==> config.mk <==
export PLATFORM = sky130hd
export DESIGN_NAME = isad_decoder
export DESIGN_NICKNAME = d
export VERILOG_FILES = /design/src/verilog/isad_decoder.v /design/src/verilog/isad_regfile.v
export VERILOG_INCLUDE_DIRS = /design/src /design/src/verilog
export SDC_FILE = /design/constraint.sdc
export NUM_CORES = 2
export LEC_CHECK = 0
export BUFFER_PORTS_ARGS = -buffer_cell sky130_fd_sc_hd__buf_4
export CAP_MARGIN = 15
export CORE_ASPECT_RATIO = 0.75
export CORE_UTILIZATION = 47
export CTS_CLUSTER_DIAMETER = 50
export DETAILED_ROUTE_END_ITERATION = 6
export MAX_ROUTING_LAYER = met4
export PLACE_DENSITY = 0.61
export RECOVER_POWER = 25
export SLEW_MARGIN = 0
export SYNTH_ARGS = -nofsm -noshare
export SYNTH_HDL_FRONTEND = slang
export SYNTH_SLANG_ARGS = --single-unit
==> constraint.sdc <==
create_clock -name clk_sys_in -period 4.6 [get_ports clk_sys_in]
set_clock_uncertainty 0.05 [all_clocks]
set_input_delay 0.92 -clock clk_sys_in [delete_from_list [all_inputs] [get_ports clk_sys_in]]
set_output_delay 0.92 -clock clk_sys_in [all_outputs]
set_load 0.005 [all_outputs]
==> src/verilog/isad_defines.vh <==
// instruction decoder constants: field positions, opcodes, function codes,
// branch condition codes and reset values
// assumes: 32-bit fixed-length instruction words, byte-addressed word-aligned fetch
`ifndef ISAD_DEFINES_VH
`define ISAD_DEFINES_VH

// ----------------------------------------------------------------------
// field positions
// ----------------------------------------------------------------------
`define ISAD_OP_HI 31
`define ISAD_OP_LO 26
`define ISAD_RS_HI 25
`define ISAD_RS_LO 21
`define ISAD_RT_HI 20
`define ISAD_RT_LO 16
`define ISAD_RD_HI 15
`define ISAD_RD_LO 11
`define ISAD_SH_HI 10
`define ISAD_SH_LO 6
`define ISAD_FN_HI 5
`define ISAD_FN_LO 0
`define ISAD_IMM_HI 15
`define ISAD_JT_HI 25

// ----------------------------------------------------------------------
// primary opcodes
// ----------------------------------------------------------------------
`define ISAD_OP_SPECIAL 6'h00
`define ISAD_OP_REGIMM 6'h01
`define ISAD_OP_J 6'h02
`define ISAD_OP_JAL 6'h03
`define ISAD_OP_BEQ 6'h04
`define ISAD_OP_BNE 6'h05
`define ISAD_OP_BLEZ 6'h06
`define ISAD_OP_BGTZ 6'h07
`define ISAD_OP_ADDI 6'h08
`define ISAD_OP_ADDIU 6'h09
`define ISAD_OP_SLTI 6'h0A
`define ISAD_OP_SLTIU 6'h0B
`define ISAD_OP_ANDI 6'h0C
`define ISAD_OP_ORI 6'h0D
`define ISAD_OP_XORI 6'h0E
`define ISAD_OP_LDUPPER 6'h0F
`define ISAD_OP_COP0 6'h10
`define ISAD_OP_COP3 6'h13
`define ISAD_OP_LB 6'h20
`define ISAD_OP_LWR 6'h26
`define ISAD_OP_SB 6'h28
`define ISAD_OP_SH 6'h29
`define ISAD_OP_SWL 6'h2A
`define ISAD_OP_SW 6'h2B
`define ISAD_OP_SWRIGHT 6'h2E
`define ISAD_OP_LWC0 6'h30
`define ISAD_OP_LWC3 6'h33
`define ISAD_OP_SWC0 6'h38
`define ISAD_OP_SWC3 6'h3B

// ----------------------------------------------------------------------
// function codes of the register-type group
// ----------------------------------------------------------------------
`define ISAD_FN_SLL 6'h00
`define ISAD_FN_SRL 6'h02
`define ISAD_FN_SRA 6'h03
`define ISAD_FN_SLLV 6'h04
`define ISAD_FN_SRLV 6'h06
`define ISAD_FN_SRAV 6'h07
`define ISAD_FN_JREG 6'h08
`define ISAD_FN_JREGLNK 6'h09
`define ISAD_FN_SYSCALL 6'h0C
`define ISAD_FN_BREAK 6'h0D
`define ISAD_FN_MFHIGH 6'h10
`define ISAD_FN_MTHIGH 6'h11
`define ISAD_FN_MFLOW 6'h12
`define ISAD_FN_MTLOW 6'h13
`define ISAD_FN_MULT 6'h18
`define ISAD_FN_DIVU 6'h1B
`define ISAD_FN_ADD 6'h20
`define ISAD_FN_NOR 6'h27
`define ISAD_FN_SLT 6'h2A
`define ISAD_FN_SLTU 6'h2B

// ----------------------------------------------------------------------
// rt codes of the regimm group, coprocessor branch selector
// ----------------------------------------------------------------------
`define ISAD_RT_BLTZ 5'h00
`define ISAD_RT_BGEZ 5'h01
`define ISAD_RT_BLTZLNK 5'h10
`define ISAD_RT_BGEZLNK 5'h11
`define ISAD_RS_COPBR 5'h08

// ----------------------------------------------------------------------
// branch condition codes, link register, constants
// ----------------------------------------------------------------------
`define ISAD_BC_EQ 3'h0
`define ISAD_BC_NE 3'h1
`define ISAD_BC_LEZ 3'h2
`define ISAD_BC_GTZ 3'h3
`define ISAD_BC_LTZ 3'h4
`define ISAD_BC_GEZ 3'h5
`define ISAD_BC_CPT 3'h6
`define ISAD_BC_CPF 3'h7
`define ISAD_LINK_REG 5'h1F
`define ISAD_ZERO_REG 5'h00
`define ISAD_PC_STEP 32'h0000_0004
`define ISAD_LINK_STEP 32'h0000_0008
`define ISAD_WORD_RST 32'h0000_0000
`define ISAD_NCOND 4

`endif

==> src/verilog/isad_decoder.v <==
// instruction decoder: format, fields, class, targets, register operands
// assumes: fetch presents one word with its pc per valid cycle; the
// execution pipeline supplies write-back and multiply/divide results
`timescale 1ns/100ps
`default_nettype none
`include "isad_defines.vh"

module isad_decoder (
  // clock and reset
  input wire clk_sys_in,
  input wire rst_n_in,
  // fetch side
  input wire instr_valid_in,
  input wire [31:0] instr_in,
  input wire [31:0] pc_in,
  // external branch condition pins
  input wire [`ISAD_NCOND-1:0] branch_condition_inputs_in,
  // register write-back and multiply/divide results
  input wire wb_en_in,
  input wire [4:0] wb_addr_in,
  input wire [31:0] wb_data_in,
  input wire md_wr_en_in,
  input wire [31:0] md_hi_in,
  input wire [31:0] md_lo_in,
  // format and class
  output reg dec_valid_out,
  output reg fmt_r_out,
  output reg fmt_i_out,
  output reg fmt_j_out,
  output reg cls_load_store_out,
  output reg cls_compute_out,
  output reg cls_jump_branch_out,
  output reg cls_coproc_out,
  output reg cls_special_out,
  output reg illegal_out,
  // raw fields
  output reg [5:0] opcode_out,
  output reg [4:0] rs_out,
  output reg [4:0] rt_out,
  output reg [4:0] rd_out,
  output reg [4:0] shamt_out,
  output reg [5:0] funct_out,
  output reg [15:0] imm_out,
  output reg [25:0] jtarget_out,
  // operands and destination
  output reg [31:0] imm_ext_out,
  output wire [31:0] rs_data_out,
  output wire [31:0] rt_data_out,
  output reg dest_en_out,
  output reg [4:0] dest_reg_out,
  output reg [31:0] link_addr_out,
  // memory access
  output reg is_load_out,
  output reg is_store_out,
  output wire [31:0] mem_addr_out,
  // control flow
  output reg is_jump_out,
  output reg is_branch_out,
  output wire [31:0] target_out,
  output wire taken_out,
  // coprocessor and multiply/divide
  output reg [1:0] cop_num_out,
  output reg [25:0] cop_word_out,
  output reg muldiv_out,
  output reg move_from_high_result_out,
  output reg move_from_low_result_out,
  output reg [31:0] hi_out,
  output reg [31:0] lo_out
);

  // ----------------------------------------------------------------------
  // helpers
  // ----------------------------------------------------------------------
  function [31:0] isad_sext16;
    input [15:0] v;
    begin
      isad_sext16 = {{16{v[15]}}, v};
    end
  endfunction

  // ----------------------------------------------------------------------
  // field split
  // ----------------------------------------------------------------------
  wire [5:0] op = instr_in[`ISAD_OP_HI:`ISAD_OP_LO];
  wire [4:0] rs = instr_in[`ISAD_RS_HI:`ISAD_RS_LO];
  wire [4:0] rt = instr_in[`ISAD_RT_HI:`ISAD_RT_LO];
  wire [4:0] rd = instr_in[`ISAD_RD_HI:`ISAD_RD_LO];
  wire [4:0] sh = instr_in[`ISAD_SH_HI:`ISAD_SH_LO];
  wire [5:0] fn = instr_in[`ISAD_FN_HI:`ISAD_FN_LO];
  wire [15:0] imm = instr_in[`ISAD_IMM_HI:0];
  wire [25:0] jt = instr_in[`ISAD_JT_HI:0];

  // ----------------------------------------------------------------------
  // condition pin synchroniser
  // ----------------------------------------------------------------------
  reg [`ISAD_NCOND-1:0] cond_meta_reg;
  reg [`ISAD_NCOND-1:0] cond_sync_reg;

  always @(posedge clk_sys_in) begin
    if (!rst_n_in) begin
      cond_meta_reg <= {`ISAD_NCOND{1'b0}};
      cond_sync_reg <= {`ISAD_NCOND{1'b0}};
    end else begin
      cond_meta_reg <= branch_condition_inputs_in;
      cond_sync_reg <= cond_meta_reg;
    end
  end

  // ----------------------------------------------------------------------
  // combinational decode
  // ----------------------------------------------------------------------
  reg fr_n, fi_n, fj_n, ls_n, cmp_n, jb_n, cop_n, spc_n, ill_n;
  reg ld_n, st_n, jmp_n, br_n, jreg_n, dst_en_n, md_n;
  reg mfh_n, mfl_n, mth_n, mtl_n;
  reg [4:0] dst_n;
  reg [2:0] bc_n;
  reg [31:0] immx_n;
  reg [31:0] tgt_n;

  always @* begin
    fr_n = 1'b0;
    fi_n = 1'b0;
    fj_n = 1'b0;
    ls_n = 1'b0;
    cmp_n = 1'b0;
    jb_n = 1'b0;
    cop_n = 1'b0;
    spc_n = 1'b0;
    ill_n = 1'b0;
    ld_n = 1'b0;
    st_n = 1'b0;
    jmp_n = 1'b0;
    br_n = 1'b0;
    jreg_n = 1'b0;
    dst_en_n = 1'b0;
    md_n = 1'b0;
    mfh_n = 1'b0;
    mfl_n = 1'b0;
    mth_n = 1'b0;
    mtl_n = 1'b0;
    dst_n = `ISAD_ZERO_REG;
    bc_n = `ISAD_BC_EQ;
    immx_n = isad_sext16(imm);
    tgt_n = pc_in + `ISAD_PC_STEP + {immx_n[29:0], 2'b00};
    case (op)
      `ISAD_OP_SPECIAL: begin
        fr_n = 1'b1;
        case (fn)
          `ISAD_FN_SLL, `ISAD_FN_SRL, `ISAD_FN_SRA,
          `ISAD_FN_SLLV, `ISAD_FN_SRLV, `ISAD_FN_SRAV,
          `ISAD_FN_SLT, `ISAD_FN_SLTU: begin
            cmp_n = 1'b1;
            dst_en_n = 1'b1;
            dst_n = rd;
          end
          `ISAD_FN_JREG: begin
            jb_n = 1'b1;
            jmp_n = 1'b1;
            jreg_n = 1'b1;
          end
          `ISAD_FN_JREGLNK: begin
            jb_n = 1'b1;
            jmp_n = 1'b1;
            jreg_n = 1'b1;
            dst_en_n = 1'b1;
            dst_n = `ISAD_LINK_REG;
          end
          `ISAD_FN_SYSCALL, `ISAD_FN_BREAK: begin
            spc_n = 1'b1;
          end
          `ISAD_FN_MFHIGH, `ISAD_FN_MFLOW: begin
            spc_n = 1'b1;
            mfh_n = (fn == `ISAD_FN_MFHIGH);
            mfl_n = (fn == `ISAD_FN_MFLOW);
            dst_en_n = 1'b1;
            dst_n = rd;
          end
          `ISAD_FN_MTHIGH, `ISAD_FN_MTLOW: begin
            spc_n = 1'b1;
            mth_n = (fn == `ISAD_FN_MTHIGH);
            mtl_n = (fn == `ISAD_FN_MTLOW);
          end
          default: begin
            if ((fn >= `ISAD_FN_MULT) && (fn <= `ISAD_FN_DIVU)) begin
              cmp_n = 1'b1;
              md_n = 1'b1;
            end else if ((fn >= `ISAD_FN_ADD) && (fn <= `ISAD_FN_NOR)) begin
              cmp_n = 1'b1;
              dst_en_n = 1'b1;
              dst_n = rd;
            end else begin
              ill_n = 1'b1;
            end
          end
        endcase
      end
      `ISAD_OP_REGIMM: begin
        fi_n = 1'b1;
        jb_n = 1'b1;
        br_n = 1'b1;
        bc_n = rt[0] ? `ISAD_BC_GEZ : `ISAD_BC_LTZ;
        case (rt)
          `ISAD_RT_BLTZ, `ISAD_RT_BGEZ: begin
            dst_en_n = 1'b0;
          end
          `ISAD_RT_BLTZLNK, `ISAD_RT_BGEZLNK: begin
            dst_en_n = 1'b1;
            dst_n = `ISAD_LINK_REG;
          end
          default: begin
            ill_n = 1'b1;
            br_n = 1'b0;
          end
        endcase
      end
      `ISAD_OP_J, `ISAD_OP_JAL: begin
        fj_n = 1'b1;
        jb_n = 1'b1;
        jmp_n = 1'b1;
        tgt_n = {pc_in[31:28], jt, 2'b00};
        dst_en_n = (op == `ISAD_OP_JAL);
        dst_n = (op == `ISAD_OP_JAL) ? `ISAD_LINK_REG : `ISAD_ZERO_REG;
      end
      `ISAD_OP_BEQ, `ISAD_OP_BNE, `ISAD_OP_BLEZ, `ISAD_OP_BGTZ: begin
        fi_n = 1'b1;
        jb_n = 1'b1;
        br_n = 1'b1;
        bc_n = {1'b0, op[1:0]};
      end
      `ISAD_OP_ANDI, `ISAD_OP_ORI, `ISAD_OP_XORI: begin
        fi_n = 1'b1;
        cmp_n = 1'b1;
        dst_en_n = 1'b1;
        dst_n = rt;
        immx_n = {16'h0000, imm};
      end
      `ISAD_OP_LDUPPER: begin
        fi_n = 1'b1;
        cmp_n = 1'b1;
        dst_en_n = 1'b1;
        dst_n = rt;
        immx_n = {imm, 16'h0000};
      end
      `ISAD_OP_SB, `ISAD_OP_SH, `ISAD_OP_SWL, `ISAD_OP_SW,
      `ISAD_OP_SWRIGHT: begin
        fi_n = 1'b1;
        ls_n = 1'b1;
        st_n = 1'b1;
      end
      default: begin
        if ((op >= `ISAD_OP_ADDI) && (op <= `ISAD_OP_XORI)) begin
          fi_n = 1'b1;
          cmp_n = 1'b1;
          dst_en_n = 1'b1;
          dst_n = rt;
        end else if ((op >= `ISAD_OP_LB) && (op <= `ISAD_OP_LWR)) begin
          fi_n = 1'b1;
          ls_n = 1'b1;
          ld_n = 1'b1;
          dst_en_n = 1'b1;
          dst_n = rt;
        end else if ((op >= `ISAD_OP_LWC0) && (op <= `ISAD_OP_LWC3)) begin
          fi_n = 1'b1;
          ls_n = 1'b1;
          cop_n = 1'b1;
          ld_n = 1'b1;
        end else if ((op >= `ISAD_OP_SWC0) && (op <= `ISAD_OP_SWC3)) begin
          fi_n = 1'b1;
          ls_n = 1'b1;
          cop_n = 1'b1;
          st_n = 1'b1;
        end else if ((op >= `ISAD_OP_COP0) && (op <= `ISAD_OP_COP3)) begin
          cop_n = 1'b1;
          if (rs == `ISAD_RS_COPBR) begin
            fi_n = 1'b1;
            jb_n = 1'b1;
            br_n = 1'b1;
            bc_n = rt[0] ? `ISAD_BC_CPT : `ISAD_BC_CPF;
          end else begin
            fr_n = 1'b1;
          end
        end else begin
          fr_n = 1'b1;
          ill_n = 1'b1;
        end
      end
    endcase
  end

  // ----------------------------------------------------------------------
  // decode stage registers, aligned with register file read data
  // ----------------------------------------------------------------------
  reg jreg_reg;
  reg [2:0] bc_reg;
  reg [31:0] tgt_reg;
  reg cond_reg;
  reg mth_reg;
  reg mtl_reg;

  always @(posedge clk_sys_in) begin
    if (!rst_n_in) begin
      dec_valid_out <= 1'b0;
      {fmt_r_out, fmt_i_out, fmt_j_out} <= 3'h0;
      {cls_load_store_out, cls_compute_out, cls_jump_branch_out} <= 3'h0;
      {cls_coproc_out, cls_special_out, illegal_out} <= 3'h0;
      {is_load_out, is_store_out, is_jump_out, is_branch_out} <= 4'h0;
      {muldiv_out, move_from_high_result_out, move_from_low_result_out} <= 3'h0;
      {jreg_reg, mth_reg, mtl_reg, cond_reg, dest_en_out} <= 5'h00;
      opcode_out <= 6'h00;
      funct_out <= 6'h00;
      {rs_out, rt_out, rd_out, shamt_out, dest_reg_out} <= 25'h000_0000;
      imm_out <= 16'h0000;
      jtarget_out <= 26'h000_0000;
      cop_word_out <= 26'h000_0000;
      cop_num_out <= 2'h0;
      bc_reg <= `ISAD_BC_EQ;
      imm_ext_out <= `ISAD_WORD_RST;
      tgt_reg <= `ISAD_WORD_RST;
      link_addr_out <= `ISAD_WORD_RST;
    end else begin
      dec_valid_out <= instr_valid_in;
      if (instr_valid_in) begin
        {fmt_r_out, fmt_i_out, fmt_j_out} <= {fr_n, fi_n, fj_n};
        {cls_load_store_out, cls_compute_out, cls_jump_branch_out} <= {ls_n, cmp_n, jb_n};
        {cls_coproc_out, cls_special_out, illegal_out} <= {cop_n, spc_n, ill_n};
        {is_load_out, is_store_out, is_jump_out, is_branch_out} <= {ld_n, st_n, jmp_n, br_n};
        {muldiv_out, move_from_high_result_out, move_from_low_result_out} <= {md_n, mfh_n, mfl_n};
        {jreg_reg, mth_reg, mtl_reg, dest_en_out} <= {jreg_n, mth_n, mtl_n, dst_en_n};
        cond_reg <= cond_sync_reg[op[1:0]];
        opcode_out <= op;
        funct_out <= fn;
        {rs_out, rt_out, rd_out, shamt_out, dest_reg_out} <= {rs, rt, rd, sh, dst_n};
        imm_out <= imm;
        jtarget_out <= jt;
        cop_word_out <= jt;
        cop_num_out <= op[1:0];
        bc_reg <= bc_n;
        imm_ext_out <= immx_n;
        tgt_reg <= tgt_n;
        link_addr_out <= pc_in + `ISAD_LINK_STEP;
      end
    end
  end

  // ----------------------------------------------------------------------
  // register file, high/low result registers
  // ----------------------------------------------------------------------
  isad_regfile #(
    .AW(5),
    .DW(32)
  ) i_isad_regfile (
    .clk_sys_in(clk_sys_in),
    .rst_n_in(rst_n_in),
    .rd_en_in(instr_valid_in),
    .rd_a_addr_in(rs),
    .rd_b_addr_in(rt),
    .rd_a_data_out(rs_data_out),
    .rd_b_data_out(rt_data_out),
    .wr_en_in(wb_en_in),
    .wr_addr_in(wb_addr_in),
    .wr_data_in(wb_data_in)
  );

  // an explicit move-to in the same cycle overrides the unit's result
  always @(posedge clk_sys_in) begin
    if (!rst_n_in) begin
      hi_out <= `ISAD_WORD_RST;
      lo_out <= `ISAD_WORD_RST;
    end else begin
      if (md_wr_en_in) begin
        hi_out <= md_hi_in;
        lo_out <= md_lo_in;
      end
      if (dec_valid_out && mth_reg) begin
        hi_out <= rs_data_out;
      end
      if (dec_valid_out && mtl_reg) begin
        lo_out <= rs_data_out;
      end
    end
  end

  // ----------------------------------------------------------------------
  // targets, branch outcome and effective address
  // ----------------------------------------------------------------------
  reg cond_true;

  always @* begin
    case (bc_reg)
      `ISAD_BC_EQ: cond_true = (rs_data_out == rt_data_out);
      `ISAD_BC_NE: cond_true = (rs_data_out != rt_data_out);
      `ISAD_BC_LEZ: cond_true = rs_data_out[31] | (rs_data_out == `ISAD_WORD_RST);
      `ISAD_BC_GTZ: cond_true = ~rs_data_out[31] & (rs_data_out != `ISAD_WORD_RST);
      `ISAD_BC_LTZ: cond_true = rs_data_out[31];
      `ISAD_BC_GEZ: cond_true = ~rs_data_out[31];
      `ISAD_BC_CPT: cond_true = cond_reg;
      `ISAD_BC_CPF: cond_true = ~cond_reg;
      default: cond_true = 1'b0;
    endcase
  end

  assign taken_out = dec_valid_out & (is_jump_out | (is_branch_out & cond_true));
  assign target_out = jreg_reg ? rs_data_out : tgt_reg;
  assign mem_addr_out = rs_data_out + imm_ext_out;

endmodule // isad_decoder

`default_nettype wire

==> src/verilog/isad_regfile.v <==
// general register file: two read ports with registered data, one write port
// assumes: same clock as the decoder; register zero is never stored
`timescale 1ns/100ps
`default_nettype none
`include "isad_defines.vh"

module isad_regfile #(
  parameter AW = 5,
  parameter DW = 32
) (
  // clock and reset
  input wire clk_sys_in,
  input wire rst_n_in,
  // read ports
  input wire rd_en_in,
  input wire [AW-1:0] rd_a_addr_in,
  input wire [AW-1:0] rd_b_addr_in,
  output reg [DW-1:0] rd_a_data_out,
  output reg [DW-1:0] rd_b_data_out,
  // write port
  input wire wr_en_in,
  input wire [AW-1:0] wr_addr_in,
  input wire [DW-1:0] wr_data_in
);

  reg [DW-1:0] mem_reg [0:(1<<AW)-1];

  // register zero reads zero; a same-cycle write is forwarded
  function [DW-1:0] isad_pick;
    input [AW-1:0] addr;
    begin
      if (addr == {AW{1'b0}}) begin
        isad_pick = {DW{1'b0}};
      end else if (wr_en_in && (wr_addr_in == addr)) begin
        isad_pick = wr_data_in;
      end else begin
        isad_pick = mem_reg[addr];
      end
    end
  endfunction

  always @(posedge clk_sys_in) begin
    if (wr_en_in && (wr_addr_in != {AW{1'b0}})) begin
      mem_reg[wr_addr_in] <= wr_data_in;
    end
  end

  always @(posedge clk_sys_in) begin
    if (!rst_n_in) begin
      rd_a_data_out <= {DW{1'b0}};
      rd_b_data_out <= {DW{1'b0}};
    end else if (rd_en_in) begin
      rd_a_data_out <= isad_pick(rd_a_addr_in);
      rd_b_data_out <= isad_pick(rd_b_addr_in);
    end
  end

endmodule // isad_regfile

`default_nettype wire

# Yosys cells after proc, flatten, opt, wreduce, memory -nomap -nowiden
# Memories as Yosys holds them, arrays and structs flattened.
# Cells that the tools add are included.
dict set report word_totals {
  reg_bits 338
  ramBits 1024
  input_bits 174
  out_inout_bits 382
  word_cells 276
  mem_count 1
}
# memory depth width read_ports rd_clocked_by_memory_dff wr line
set mem_list {}
lappend mem_list {i_isad_regfile.mem_reg 32 32 2 0 1 isad_regfile.v:26} ;# reg [DW-1:0] mem_reg [0:(1<<AW)-1];
dict set report classes {
  n_addsub 4
  magnitude_cmp 15
  eq_ne 46
  muxes 111
  bitwise_logic 7
  reduce_logical 50
}
# op count
set op_table {}
lappend op_table {{$mux 32} 10}
lappend op_table {{$mux 1} 71}
lappend op_table {{$add 32x32->32} 2}
lappend op_table {{$pmux 32 s2} 1}
lappend op_table {{$eq 6x4->1 const B} 8}
lappend op_table {{$eq 6x3->1 const B} 7}
lappend op_table {{$eq 6x6->1 const B} 7}
lappend op_table {{$reduce_or 12->1} 3}
lappend op_table {{$add 32x3->32 const B} 1}
lappend op_table {{$add 32x4->32 const B} 1}
lappend op_table {{$eq 32x32->1} 1}
lappend op_table {{$logic_not 32->1} 1}
lappend op_table {{$ne 32x32->1} 1}
lappend op_table {{$reduce_bool 32->1} 1}
lappend op_table {{$reduce_or 16->1} 2}
lappend op_table {{$mux 5} 6}
lappend op_table {{$pmux 5 s5} 1}
lappend op_table {{$eq 6x2->1 const B} 4}
lappend op_table {{$eq 6x5->1 const B} 4}
lappend op_table {{$ge 6x6->1 const B} 4}
lappend op_table {{$le 6x6->1 const B} 4}
lappend op_table {{$mux 3} 6}
lappend op_table {{$reduce_or 9->1} 2}
lappend op_table {{$reduce_or 17->1} 1}
lappend op_table {{other kinds (40)} 84}

# Logic depth before layout (Yosys ltp)
dict set report depth {
  depth_word 8
  depth_mapped 13
  depth_no_buf 13
}

# Cells and area by module
# A second synthesis with hierarchy kept.
dict set report hier_totals {
  hier_cells 4369
  hier_area_um2 65218.8
}
# module instances cells_per_inst area_per_inst_um2 seq_area_each_um2
set modules_own_cells {}
lappend modules_own_cells {isad_regfile 1 2603 50174.4 32030.7}
lappend modules_own_cells {isad_decoder 1 1766 15044.4 4604.4}

# Worst setup path after synthesis
# Ideal clock, no wire load.
dict set report synth_path {
  kind {in2reg}
  from {input wb_addr_in[1]}
  to {memory i_isad_regfile.mem_reg[5][0] (enable)}
  setup_ns 0.461
  t_arrival_ns 3.652
  t_required_ns 4.089
  setup_slack_ns 0.437
  path_stages 3
  path_buffers 1
  path_cell_list {clkbuf_1 nand3b_1 nor3_1}
}
dict set report synth_between {
  elab_chain_len 4
}
# item line
set synth_rtl {}
lappend synth_rtl {{start: declaration} isad_decoder.v:20} ;# input wire [4:0] wb_addr_in,
lappend synth_rtl {{$reduce_bool 5->1} isad_regfile.v:43} ;# if (wr_en_in && (wr_addr_in != {AW{1'b0}})) begin
lappend synth_rtl {{$logic_and 1x1->1} isad_regfile.v:43}
lappend synth_rtl {{$mux 1} isad_regfile.v:43}
lappend synth_rtl {{$mux 1 (implied by the code)} isad_regfile.v:44} ;# mem_reg[wr_addr_in] <= wr_data_in;
lappend synth_rtl {{end: declaration} isad_regfile.v:26}
# Parallel ways exist; a longest one is shown, timed or not.

# Worst setup path after layout
dict set report layout_path {
  from {register i_isad_regfile.rd_a_data_out[1]}
  to {output mem_addr_out[17]}
}
dict set report layout_between {
  elab_chain_len 1
}
# item line
set layout_rtl {}
lappend layout_rtl {{start: declaration} isad_regfile.v:18} ;# output reg [DW-1:0] rd_a_data_out,
lappend layout_rtl {{start signal: assignment} isad_regfile.v:50} ;# rd_a_data_out <= {DW{1'b0}};
lappend layout_rtl {{start signal: assignment} isad_regfile.v:53} ;# rd_a_data_out <= isad_pick(rd_a_addr_in);
lappend layout_rtl {{$add 32x32->32} isad_decoder.v:404} ;# assign mem_addr_out = rs_data_out + imm_ext_out;
lappend layout_rtl {{end: declaration} isad_decoder.v:55} ;# output wire [31:0] mem_addr_out,
# No other way between the ends.

==> run_results.csv <==
group,metric,value,unit
timing,worstMarginPinSlew,1410,ps
power_and_ir_drop,p_int,21900,uW
timing,hold_viol,0,
final_layout,area_delta_synth_final,18.5,%
global_routing,antenna_found_initial,8,
global_routing,grt_max_degree,146,
power_and_ir_drop,peakVddDrop,0.000321,V
die,die_w,429,um
global_routing,grt.overflow.total,0,
status,outcome,"finished, final reports clean",
power_and_ir_drop,power.total,29300,uW
timing,slew_viol_final,0,
cts,clockBufferDepth,3,
worst_setup_path,r2r-start,"i_isad_regfile.mem_reg[31][3]",
timing,max_slew_margin,5.84,%
die,pin_count,556,
timing,setup_violations,0,
final_layout,layout_commonest_cell,"edfxtp_1",
worst_setup_path,worst-setup-path-type,"flop to primary output",
power_and_ir_drop,p_switching,7390,uW
final_layout,mostFrequentLayoutCells,"edfxtp_1, buf_4, mux4_2",
power_and_ir_drop,combPwrFrac,12.9,%
detailed_routing,routed_wl,228000,um
synthesis,synth_top_area_share,47.9,%
power_and_ir_drop,p_per_area,385,mW/mm^2
synthesis,syn_avg_cell_area,15.6,sq um
cts,cts_hold_buffers,0,
synthesis,ys_seq_elements,1318,
global_routing,busiest_layer,"met1",
cts,numCtsBuffers,141,
die,rows,117,
place,hpwlAfterDp,152000,um
timing,holdWs,311,ps
detailed_routing,postRouteAntennaNets,0,
die,start_util,47.4,%
final_layout,drive_gt1_share,34.8,%
die,coreArea,0.136,sq mm
global_routing,met3_usage,7.64,%
detailed_routing,drc,0,
final_layout,utilization,56.1,%
final_layout,finalNetCount,4954,
die,die_h,322,um
worst_setup_path,cp.arrival,3620,ps
cts,cts_sinks,1318,
min_path,hold_end,"cond_meta_reg[2]",
cts,cts_tree,"built",
worst_setup_path,reg2reg_to,"i_isad_regfile.rd_a_data_out[3]",
worst_setup_path,rr_worst_depth,6,
global_routing,grt_util_met2,47.4,%
synthesis,synth-main-ff-cell,"edfxtp_1",
global_routing,met1_usage,48.6,%
cts,insertion_delay,800,ps
detailed_routing,post_drt_wl_per_cell,34.5,um
global_routing,grt_util_all_layers,33.6,%
timing,min_period,4590,ps
worst_setup_path,required,3630,ps
cts,path_clk_slew,60,ps
cts,cts_max_level,4,
worst_setup_path,crit_path_end_kind,"primary output",
detailed_routing,drtIter0Drc,5637,
final_layout,largest_reg_flops,1024,
min_path,min_path_type,"input port to flop",
min_path,hold_start,"branch_condition_inputs_in[2]",
synthesis,synthTopCellsByArea,"edfxtp_1, mux4_2, dfxtp_1, mux2i_1, ha_1",
timing,fin_tns_setup,0,ps
global_routing,grt_pass1_vias,40300,
final_layout,fin_area,0.0761,sq mm
synthesis,ys_warn_count,0,
synthesis,synth_top_area_cell,"edfxtp_1",
flow_run,maxCapViolations,0,
synthesis,synth.cell_area,0.0643,sq mm
worst_setup_path,reg2reg_slack,2270,ps
power_and_ir_drop,p_seq_share,45.9,%
place,numPortBuffers,555,
die,die_area,0.138,sq mm
timing,period_share,99.7,%
place,place_area,0.0711,sq mm
place,gp_congestion,0.958,
synthesis,netlist_instances,4127,
worst_setup_path,cp-start-kind,"flop",
cts,cts-root-buf,"clkbuf_16",
synthesis,async_reset_ff_share,0,%
min_path,hold_depth,2,
timing,rsz0062_at_grt,"yes",
power_and_ir_drop,p_clk_share,41.1,%
worst_setup_path,crit_path_max_fanout,8,
detailed_routing,first_pass_iters,6,
synthesis,synth.distinct_cells,70,
synthesis,synth_edf_count,1024,
global_routing,grt_first_pass_wirelength,315000,um
detailed_routing,viasPerCell,6.52,
synthesis,synth-seq-area-share,57.0,%
power_and_ir_drop,p_leak,0.0276,uW
detailed_routing,vias,43000,
timing,max_freq,0.218,GHz
power_and_ir_drop,swShare,25.2,%
synth_stat cells (all sizes together), types with 17 or more instances:
master and instances:
and3 21, inv 25, mux2i 247, mux4 609
and2 37, nor4 20, edfxtp 1024, xor2 81
ha 89, clkbuf 169, buf 201, a31oi 17
a21oi 191, o21ai 156, xnor2 26, a21o 45
mux2 32, nand3 33, a211oi 98, o2bb2ai 40
nor2 266, nand2 223, nor3 30, dfxtp 294
worst max path at each step:
stage	start	to	slack (ps)	cells past startpoint
2_1_floorplan	wb_addr_in[1]	i_isad_regfile.mem_reg[5][0]	440	3
3_3_place_gp	imm_ext_out[0]	mem_addr_out[28]	330	12
3_5_place_dp	imm_ext_out[0]	mem_addr_out[28]	340	12
4_1_cts	imm_ext_out[0]	mem_addr_out[28]	6	12
5_1_grt	imm_ext_out[4]	mem_addr_out[17]	-110	10
6_report	i_isad_regfile.rd_a_data_out[1]	mem_addr_out[17]	10	12
cell families (layout without fill, tap and decap cells):
logic type               count (synthesis)  in the layout  synth area share (%)
AO/OA/AOI/OAI                          626            626                  6.12
XOR/XNOR                               107            107                  1.46
adder cells (fa/ha/maj)                 91             91                  1.80
buffers and inverters                  396           1041                  3.02
flip-flops                            1318           1318                  57.0
multiplexers                           888            888                  25.8
other                                    1             41               0.00584
AND/OR/NAND/NOR                        700            700                  4.84
metrics by stage:
stage | worst slack, ps | std cells
after CTS | 6.39 | 6585
after global placement | 327 | 6325
final | 15.0 | 6597
after floorplan | 437 | 4158
after detailed placement | 342 | 6325
after global routing | -114 | 6593
worst max-delay path, stage by stage, from the launching register on:
cell and delay, ps:
dfxtp_1 380, buf_6 200, ha_1 250, a21oi_1 180, o211ai_1 160, and2_1 260
a22oi_2 370, a211oi_2 180, a31oi_2 240, nand3_1 150, o311ai_2 140, buf_4 190
buf_4 130
repair_timing:
item	in CTS	in global routing
hold endpoints to repair	0	0
resized for setup	23	14
setup endpoints to repair	12	9
pin swaps	11	5
buffers inserted	3	2
power groups by stage:
| stage | Combinational (uW) | Sequential [uW] | Clock [uW] |
|---|---|---|---|
| after floorplan | 2040 | 13600 | 0 |
| after global placement | 3710 | 13700 | 0 |
| after detailed placement | 3720 | 13700 | 0 |
| after CTS | 3750 | 13400 | 12200 |
| after global routing | 3990 | 13500 | 12600 |
| final | 3790 | 13500 | 12100 |
routing by layer:
metal	routed length, um	part of all wire (%)
met1	94900	42
met3	25400	11
met2	101000	44
met4	6440	2.8
met5	0	0
cell type report:
type                    count  area, sq um
clock buffers             186         3910
multi-input cells        2444        26200
diodes                      9         22.5
clock inverters            71          935
fillers                 10800        59600
repair buffers            758         6060
well taps                1785         2230
inverters                  26          100
flip-flops and latches   1318        36600
Power figures use the tool's default switching activity.
